--- src/rtl/lso_pkg.sv ---
package lso_pkg;

	// ----------------------------------------------------------------
	// Widths
	// ----------------------------------------------------------------
	localparam int VALUE_WIDTH = 32;
	localparam int DELAY_WIDTH = 10;
	localparam int TIMER_WIDTH = 32;

	// ----------------------------------------------------------------
	// Timing
	// ----------------------------------------------------------------
	// Core clock period in nanoseconds.
	localparam longint CLK_PERIOD_NS = 50;
	// One delay step is a tenth of a second.
	localparam longint DELAY_STEP_NS = 100000000;
	// Cycles in one delay step, derived from the step and the clock period.
	localparam longint STEP_CYCLES_CALC = DELAY_STEP_NS / CLK_PERIOD_NS;
	localparam int STEP_CYCLES_DEFAULT = 32'(STEP_CYCLES_CALC);
	// Largest delay setting, 100.0 s in tenths.
	localparam logic [DELAY_WIDTH-1:0] DELAY_MAX = 10'h3e8;
	localparam logic [DELAY_WIDTH-1:0] DELAY_RESET = 10'h000;

	// ----------------------------------------------------------------
	// Reset values
	// ----------------------------------------------------------------
	localparam logic [VALUE_WIDTH-1:0] THRESHOLD_RESET = 32'h0000_0000;
	localparam logic [TIMER_WIDTH-1:0] TIMER_ZERO = 32'h0000_0000;
	localparam logic [TIMER_WIDTH-1:0] TIMER_ONE = 32'h0000_0001;

	// ----------------------------------------------------------------
	// Enumerations
	// ----------------------------------------------------------------
	typedef enum logic [2:0] {
		FUNC_OPEN    = 3'h0,
		FUNC_CLOSED  = 3'h1,
		FUNC_DIAG    = 3'h2,
		FUNC_LIMIT   = 3'h3,
		FUNC_BLOCK   = 3'h4
	} lso_func_type;

	typedef enum logic [1:0] {
		FAIL_ACTUAL  = 2'h0,
		FAIL_OPEN    = 2'h1,
		FAIL_CLOSED  = 2'h2
	} lso_fail_type;

	localparam lso_func_type FUNC_RESET = FUNC_OPEN;
	localparam lso_fail_type FAIL_RESET = FAIL_OPEN;

	// Delay state machine, one-hot.
	typedef enum logic [2:0] {
		ST_STABLE     = 3'b001,
		ST_WAIT_CLOSE = 3'b010,
		ST_WAIT_OPEN  = 3'b100
	} lso_state_type;

endpackage

--- src/rtl/lso_limit_switch.sv ---
`timescale 1ns/1ps
module lso_limit_switch
	import lso_pkg::*;
#(
	parameter logic [lso_pkg::TIMER_WIDTH-1:0] STEP_CYCLES = lso_pkg::STEP_CYCLES_DEFAULT
) (
	// Clock and reset
	input  wire logic                                   i_core_clk,
	input  wire logic                                   i_reset_n,
	// Configuration
	input  wire lso_pkg::lso_func_type                  i_function,
	input  wire logic                                   i_limit_assigned,
	input  wire logic signed [lso_pkg::VALUE_WIDTH-1:0] i_on_value,
	input  wire logic signed [lso_pkg::VALUE_WIDTH-1:0] i_off_value,
	input  wire logic        [lso_pkg::DELAY_WIDTH-1:0] i_on_delay,
	input  wire logic        [lso_pkg::DELAY_WIDTH-1:0] i_off_delay,
	input  wire lso_pkg::lso_fail_type                  i_failure_mode,
	input  wire logic                                   i_invert,
	// Process inputs
	input  wire logic signed [lso_pkg::VALUE_WIDTH-1:0] i_measured,
	input  wire logic                                   i_alarm,
	input  wire logic                                   i_diag_event,
	input  wire logic                                   i_block_state,
	// Switch contact and status
	output logic                                        o_switch_closed,
	output logic                                        o_switch_status
);
	import lso_pkg::*;

	// ----------------------------------------------------------------
	// Input synchronisers
	// ----------------------------------------------------------------
	// Alarm, diagnostic and block inputs come from outside this clock.
	// The two cycles of latency are negligible against the shortest delay step.
	logic [2:0] sync_meta;
	logic [2:0] sync_out;
	wire  alarm_s = sync_out[0];
	wire  diag_s  = sync_out[1];
	wire  block_s = sync_out[2];

	// Two stages; the first is read only by the second.
	always_ff @(posedge i_core_clk or negedge i_reset_n) begin
		if (!i_reset_n) begin
			sync_meta <= 3'h0;
			sync_out  <= 3'h0;
		end else begin
			sync_meta <= {i_block_state, i_diag_event, i_alarm};
			sync_out  <= sync_meta;
		end
	end

	// ----------------------------------------------------------------
	// Hysteresis comparator
	// ----------------------------------------------------------------
	// Clamp a delay setting to its documented range of 100.0 s.
	function automatic logic [DELAY_WIDTH-1:0] clamp_delay(input logic [DELAY_WIDTH-1:0] d);
		clamp_delay = (d > DELAY_MAX) ? DELAY_MAX : d;
	endfunction

	// Direction and hysteresis both follow from the two thresholds.
	// Comparisons are strict, so a value exactly at a threshold leaves the state alone.
	// threshold direction
	wire on_above_off = (i_on_value > i_off_value);
	wire want_close_lo = !on_above_off && (i_measured < i_on_value);
	wire want_open_lo  = !on_above_off && (i_measured > i_off_value);
	wire want_close_hi = on_above_off && (i_measured > i_on_value);
	wire want_open_hi  = on_above_off && (i_measured < i_off_value);
	// With equal thresholds both may not hold at once, so closing and opening stay exclusive.
	wire want_close = want_close_lo || want_close_hi;
	wire want_open  = (want_open_lo || want_open_hi) && !want_close;

	// Delays apply only with limit mode and a monitored variable.
	// delay gating
	wire delays_on = (i_function == FUNC_LIMIT) && i_limit_assigned;
	wire [DELAY_WIDTH-1:0] on_steps  = delays_on ? clamp_delay(i_on_delay) : DELAY_RESET;
	wire [DELAY_WIDTH-1:0] off_steps = delays_on ? clamp_delay(i_off_delay) : DELAY_RESET;

	// ----------------------------------------------------------------
	// Delay state machine
	// ----------------------------------------------------------------
	// The comparator keeps its own state so that leaving limit mode can clear it.
	lso_state_type state;
	lso_state_type next_state;
	logic          limit_closed;
	logic          next_limit_closed;
	logic          timer_run;
	logic          timer_done;
	logic [DELAY_WIDTH-1:0] timer_steps;

	// The timer runs only while a transition waits; its length follows that direction.
	assign timer_run   = (state != ST_STABLE);
	assign timer_steps = (state == ST_WAIT_CLOSE) ? on_steps : off_steps;

	// ----------------------------------------------------------------
	// Delay timer
	// ----------------------------------------------------------------
	// One timer serves both directions, since only one transition can wait at a time.
	lso_delay_timer #(
		.STEP_CYCLES (STEP_CYCLES)
	) u_timer (
		.i_core_clk (i_core_clk),
		.i_reset_n  (i_reset_n),
		.i_run      (timer_run),
		.i_steps    (timer_steps),
		.o_done     (timer_done)
	);

	// A wait is abandoned if its condition lapses before the delay has run out.
	// Leaving a wait always passes through the stable state, which restarts the timer.
	always_comb begin
		next_state        = state;
		next_limit_closed = limit_closed;
		unique case (state)
			ST_STABLE: begin
				if (!limit_closed && want_close) begin
					next_state = ST_WAIT_CLOSE;
				end else if (limit_closed && want_open) begin
					next_state = ST_WAIT_OPEN;
				end
			end
			ST_WAIT_CLOSE: begin
				if (!want_close) begin
					next_state = ST_STABLE;
				end else if (timer_done) begin
					next_limit_closed = 1'b1;
					next_state        = ST_STABLE;
				end
			end
			ST_WAIT_OPEN: begin
				if (!want_open) begin
					next_state = ST_STABLE;
				end else if (timer_done) begin
					next_limit_closed = 1'b0;
					next_state        = ST_STABLE;
				end
			end
			default: begin
				next_state = ST_STABLE;
			end
		endcase
	end

	// Comparator state is only advanced in limit mode; otherwise it rests open.
	// A return to limit mode therefore starts from open with no wait pending.
	always_ff @(posedge i_core_clk or negedge i_reset_n) begin
		if (!i_reset_n) begin
			state        <= ST_STABLE;
			limit_closed <= 1'b0;
		end else if (i_function != FUNC_LIMIT) begin
			state        <= ST_STABLE;
			limit_closed <= 1'b0;
		end else begin
			state        <= next_state;
			limit_closed <= next_limit_closed;
		end
	end

	// ----------------------------------------------------------------
	// Output selection
	// ----------------------------------------------------------------
	logic normal_closed;
	logic alarm_closed;
	logic final_closed;

	// The selected function gives the contact state before any alarm or inversion.
	// function select
	always_comb begin
		unique case (i_function)
			FUNC_OPEN:   normal_closed = 1'b0;
			FUNC_CLOSED: normal_closed = 1'b1;
			FUNC_DIAG:   normal_closed = !diag_s;  // Opens on a diagnostic event.
			FUNC_LIMIT:  normal_closed = limit_closed;
			FUNC_BLOCK:  normal_closed = block_s;
			default:     normal_closed = 1'b0;     // Unused codes rest open for safety.
		endcase
	end

	// During an alarm the failure setting may replace the normal state.
	// alarm override
	always_comb begin
		unique case (i_failure_mode)
			FAIL_ACTUAL: alarm_closed = normal_closed;
			FAIL_OPEN:   alarm_closed = 1'b0;
			FAIL_CLOSED: alarm_closed = 1'b1;
			default:     alarm_closed = 1'b0;
		endcase
	end

	// Inversion comes last, so it also swaps a state forced by the alarm setting.
	// output inversion
	assign final_closed = (alarm_s ? alarm_closed : normal_closed) ^ i_invert;

	// ----------------------------------------------------------------
	// Output register
	// ----------------------------------------------------------------
	// Contact and status are registered from the same value so software never sees a stale state.
	always_ff @(posedge i_core_clk or negedge i_reset_n) begin
		if (!i_reset_n) begin
			o_switch_closed <= 1'b0;
			o_switch_status <= 1'b0;
		end else begin
			o_switch_closed <= final_closed;
			o_switch_status <= final_closed;
		end
	end

endmodule

--- src/rtl/lso_delay_timer.sv ---
`timescale 1ns/1ps
module lso_delay_timer
	import lso_pkg::*;
#(
	parameter logic [lso_pkg::TIMER_WIDTH-1:0] STEP_CYCLES = lso_pkg::STEP_CYCLES_DEFAULT
) (
	// Clock and reset
	input  wire logic                            i_core_clk,
	input  wire logic                            i_reset_n,
	// Control
	input  wire logic                            i_run,
	input  wire logic [lso_pkg::DELAY_WIDTH-1:0] i_steps,
	// Status
	output logic                                 o_done
);
	import lso_pkg::*;

	logic [TIMER_WIDTH-1:0] cycle_count;
	logic [DELAY_WIDTH-1:0] step_count;
	wire                    step_end = (cycle_count == STEP_CYCLES - TIMER_ONE);

	// Done once the requested number of whole steps has passed.
	assign o_done = i_run && (step_count >= i_steps);

	// Counters restart whenever the run request drops, so each wait is timed from its start.
	always_ff @(posedge i_core_clk or negedge i_reset_n) begin
		if (!i_reset_n) begin
			cycle_count <= TIMER_ZERO;
			step_count  <= DELAY_RESET;
		end else if (!i_run) begin
			cycle_count <= TIMER_ZERO;
			step_count  <= DELAY_RESET;
		end else if (step_count < i_steps) begin
			cycle_count <= step_end ? TIMER_ZERO : cycle_count + TIMER_ONE;
			if (step_end) begin
				step_count <= step_count + 10'h001;
			end
		end
	end

endmodule

--- config.mk ---
export PLATFORM = sky130hd
export DESIGN_NAME = lso_limit_switch
export DESIGN_NICKNAME = d
export VERILOG_FILES = /design/src/rtl/lso_pkg.sv /design/src/rtl/lso_limit_switch.sv /design/src/rtl/lso_delay_timer.sv
export SDC_FILE = /design/constraint.sdc
export NUM_CORES = 1
export LEC_CHECK = 0
export ABC_CLOCK_PERIOD_IN_PS = 4200
export BUFFER_PORTS_ARGS = -buffer_cell sky130_fd_sc_hd__buf_2
export CELL_PAD_IN_SITES_DETAIL_PLACEMENT = 0
export CELL_PAD_IN_SITES_GLOBAL_PLACEMENT = 1
export CORE_UTILIZATION = 38
export CTS_BUF_LIST = sky130_fd_sc_hd__clkbuf_8
export DETAILED_ROUTE_END_ITERATION = 8
export PLACE_DENSITY_LB_ADDON = 0.1
export SYNTH_ARGS = -nofsm -noshare
export SYNTH_HDL_FRONTEND = slang
export SYNTH_HIERARCHICAL = 1
export SYNTH_SLANG_ARGS = --single-unit
--- constraint.sdc ---
create_clock -name i_core_clk -period 4.2 [get_ports i_core_clk]
set_clock_uncertainty 0.15 [all_clocks]
set_input_delay 0.42 -clock i_core_clk [delete_from_list [all_inputs] [get_ports i_core_clk]]
set_output_delay 0.42 -clock i_core_clk [all_outputs]
set_load 0.005 [all_outputs]
==> impl_metrics.csv <==
group,metric,value,unit
outcome,status,"finished clean",
clock_tree,cts_setup_buffers,0,
clock_tree,cts_tree,"done",
synthesis,syn_area_per_cell,8.09,µm²
pwr,ir_drop,0.141,mV
routing,routedWlPerCell,15.7,µm
worst_setup_path,critPathArrivalTime,3760,ps
timing,min_period_over_period,88.0,%
timing,slew_viol_final,0,
floorplan,num_io_pins,130,
routing,routed_wl,16400,µm
clock_tree,clock_latency,330,ps
floorplan,chipHeight,127,µm
floorplan,die_w,127,µm
synthesis,synth_seq_cells,53,
worst_setup_path,cp_cell_sequence,"nor3_1, buf_4, nor2_1, a221oi_1, inv_1, ha_1, a21oi_1, o21ai_1, a2111oi_2, buf_4, nand2_1, o41ai_1",
finish,antennaDiodeCount,0,
synthesis,synth-seq-area-share,22.4,%
synthesis,syn_inst,731,
worst_setup_path,critPathKind,"reg -> reg",
placed_design,dp_hpwl,13100,µm
worst_setup_path,slowest_delay,500,ps
timing,max_slew_margin,40.5,%
timing,finalHoldWorstSlack,51.0,ps
clock_tree,cts_buffer_depth,2,
timing,hold_viol,0,
finish,final_util,45.1,%
worst_setup_path,cp-end-kind,"flip-flop",
clock_tree,htreeDepth,2,
flow_run,maxCapViolCount,0,
clock_tree,cts_resized,0,
clock_tree,clock-root-buffer,"clkbuf_8",
synthesis,synth_top_area_share,22.8,%
worst_setup_path,cp.required,4270,ps
timing,finalSetupTns,0,ps
worst_setup_path,crit_path_max_fanout,16,
routing,vias,5836,
worst_setup_path,slowest_stage,"dfrtp_1",
synthesis,async_flop_share,100,%
routing,viasPerCell,5.60,
global_routing,track_usage,20.6,%
timing,period_needed,3690,ps
synthesis,netlist_area,5920,µm²
synthesis,synth_fp_nets,967,
routing,drtIter0Drc,239,
global_routing,overflow,0,
floorplan,initial_core_util,38.9,%
clock_tree,numCtsBuffers,5,
floorplan,core.rowCount,45,
routing,drc,0,
synthesis,synth_area_leaders,"ha_1 23%, dfrtp_1 22%, inv_1 5.5%, a21oi_1 5.4%, nand2_1 4.3%",
floorplan,core_area,15200,µm²
timing,rsz0062_at_grt,"no",
clock_tree,cts.sink_count,53,
worst_setup_path,startpoint_type,"flip-flop",
hold_path,timing.hold.worst.class,"in -> reg",
synthesis,synth_edf_count,0,
timing,worst_pin_slew,893,ps
placed_design,gp_congestion,0.834,
worst_setup_path,path_common_cell,"buf_4",
finish,fin_nets,1089,
pwr,power_leakage,3.33,nW
global_routing,first_global_vias,5737,
synthesis,ys_types,71,
routing,first_pass_iters,4,
synthesis,synth_most_common_cell,"ha_1",
synthesis,yosys_warnings,6,
global_routing,grt_pass1_wl,27100,µm
global_routing,antenna_found_initial,0,
timing,fmax,0.271,GHz
timing,setup_violations,0,
global_routing,grt_max_degree,58,
finish,layout-drive-gt1-share,19.6,%
placed_design,io_buffer_count,129,
floorplan,dieArea,16100,µm²
clock_tree,holdBufCountCts,0,
synthesis,synthTopCellsByCount,"108 x ha_1, 87 x inv_1, 68 x nand2_1",
routing,antenna_left,0,
finish,area_growth,15.9,%
synthesis,yosys.area.top_type,"ha_1",
synthesis,postSynth.topFlopCell,"dfrtp_1",
pwr,power_density,183,nW/µm²
clock_tree,clkTransAtPathRegs,110,ps
-- flip-flops by register name, indices dropped and copies added, names as in the netlist --
register,count
u_timer/step_count,10
sync_meta,3
u_timer/cycle_count,32
o_switch_status,1
state,3
sync_out,3
limit_closed,1
-- stage by stage --
step	setup WS (ps)	cell area [µm²]	total power, mW	std cells
after CTS	510	6860	1.27	1042
after global routing	239	6860	1.35	1042
after floorplan	164	5920	0.776	731
after detailed placement	461	6760	0.946	1034
final	506	6860	1.25	1042
after global placement	576	6760	0.936	1034
-- final cells by class --
type,instances,area [µm²]
flip-flops and latches,53,1330
multi-input cells,569,4150
repair buffers,137,718
inverters,87,327
clock inverters,2,13.8
well taps,188,235
clock buffers,6,82.6
fillers,1552,8350
-- metal layers --
metal	wire [µm]	global-route usage, %
met1	7550	26.2
met2	7950	38.2
met3	757	1.86
met4	122	3.71
met5	0	0
-- critical path: cells and delay by family (launching register included) --
family | cells | cell delay, ps
buf+inv | 3 | 570
flops | 1 | 500
fa+ha+maj | 1 | 310
simple gates | 3 | 680
compound gates | 5 | 1380
-- cells in the final DEF, fill, tap and decap left out, types with 4 or more instances in the layout --
cell	instances
a211oi_1	6
nor3_1	11
mux2i_1	10
o21ai_0	28
nand4_1	31
buf_2	129
a32o_1	6
and3_1	9
nor2b_1	4
o311ai_0	5
o32ai_1	4
inv_1	87
o22ai_1	14
nand2_1	68
nor4_1	12
nand3b_1	4
nor2_1	31
a21o_1	11
a31oi_1	4
a21oi_1	64
and4_1	4
buf_4	7
nand2b_1	17
or3_1	15
ha_1	108
nand3_1	31
dfrtp_1	52
o41ai_1	5
clkbuf_8	6
-- path summary, 6_finish.rpt --
| kind | end | depth (start not counted) | slack (ps) | start |
|---|---|---|---|---|
| worst max-delay path | u_timer/cycle_count[31] | 12 | 510 | state[2] |
| worst min-delay path | sync_meta[1] | 1 | 50 | i_diag_event |
| worst max register to register | u_timer/cycle_count[31] | 12 | 510 | state[2] |
| worst min register to register | sync_out[1] | 0 | 210 | sync_meta[1] |
| max in group asynchronous | u_timer/step_count[3] | 2 | 3050 | i_reset_n |
| min in group asynchronous | u_timer/cycle_count[9] | 1 | 60 | i_reset_n |
-- report_power, final --
| group | leakage [nW] | switching, mW | internal (mW) |
|---|---|---|---|
| Clock | 0.0512 | 0.184 | 0.134 |
| Sequential | 0.721 | 0.00419 | 0.516 |
| Combinational | 2.56 | 0.239 | 0.174 |
| Total | 3.33 | 0.427 | 0.825 |
-- cell families after synthesis --
family,synth area share [%]
flip-flops,22.4
adder cells (fa/ha/maj),22.8
buffers and inverters,7.38
multiplexers,1.69
AO/OA/AOI/OAI,20.0
AND/OR/NAND/NOR,25.5
XOR/XNOR,0.148
Note: power is estimated with default switching activity, not from simulation.
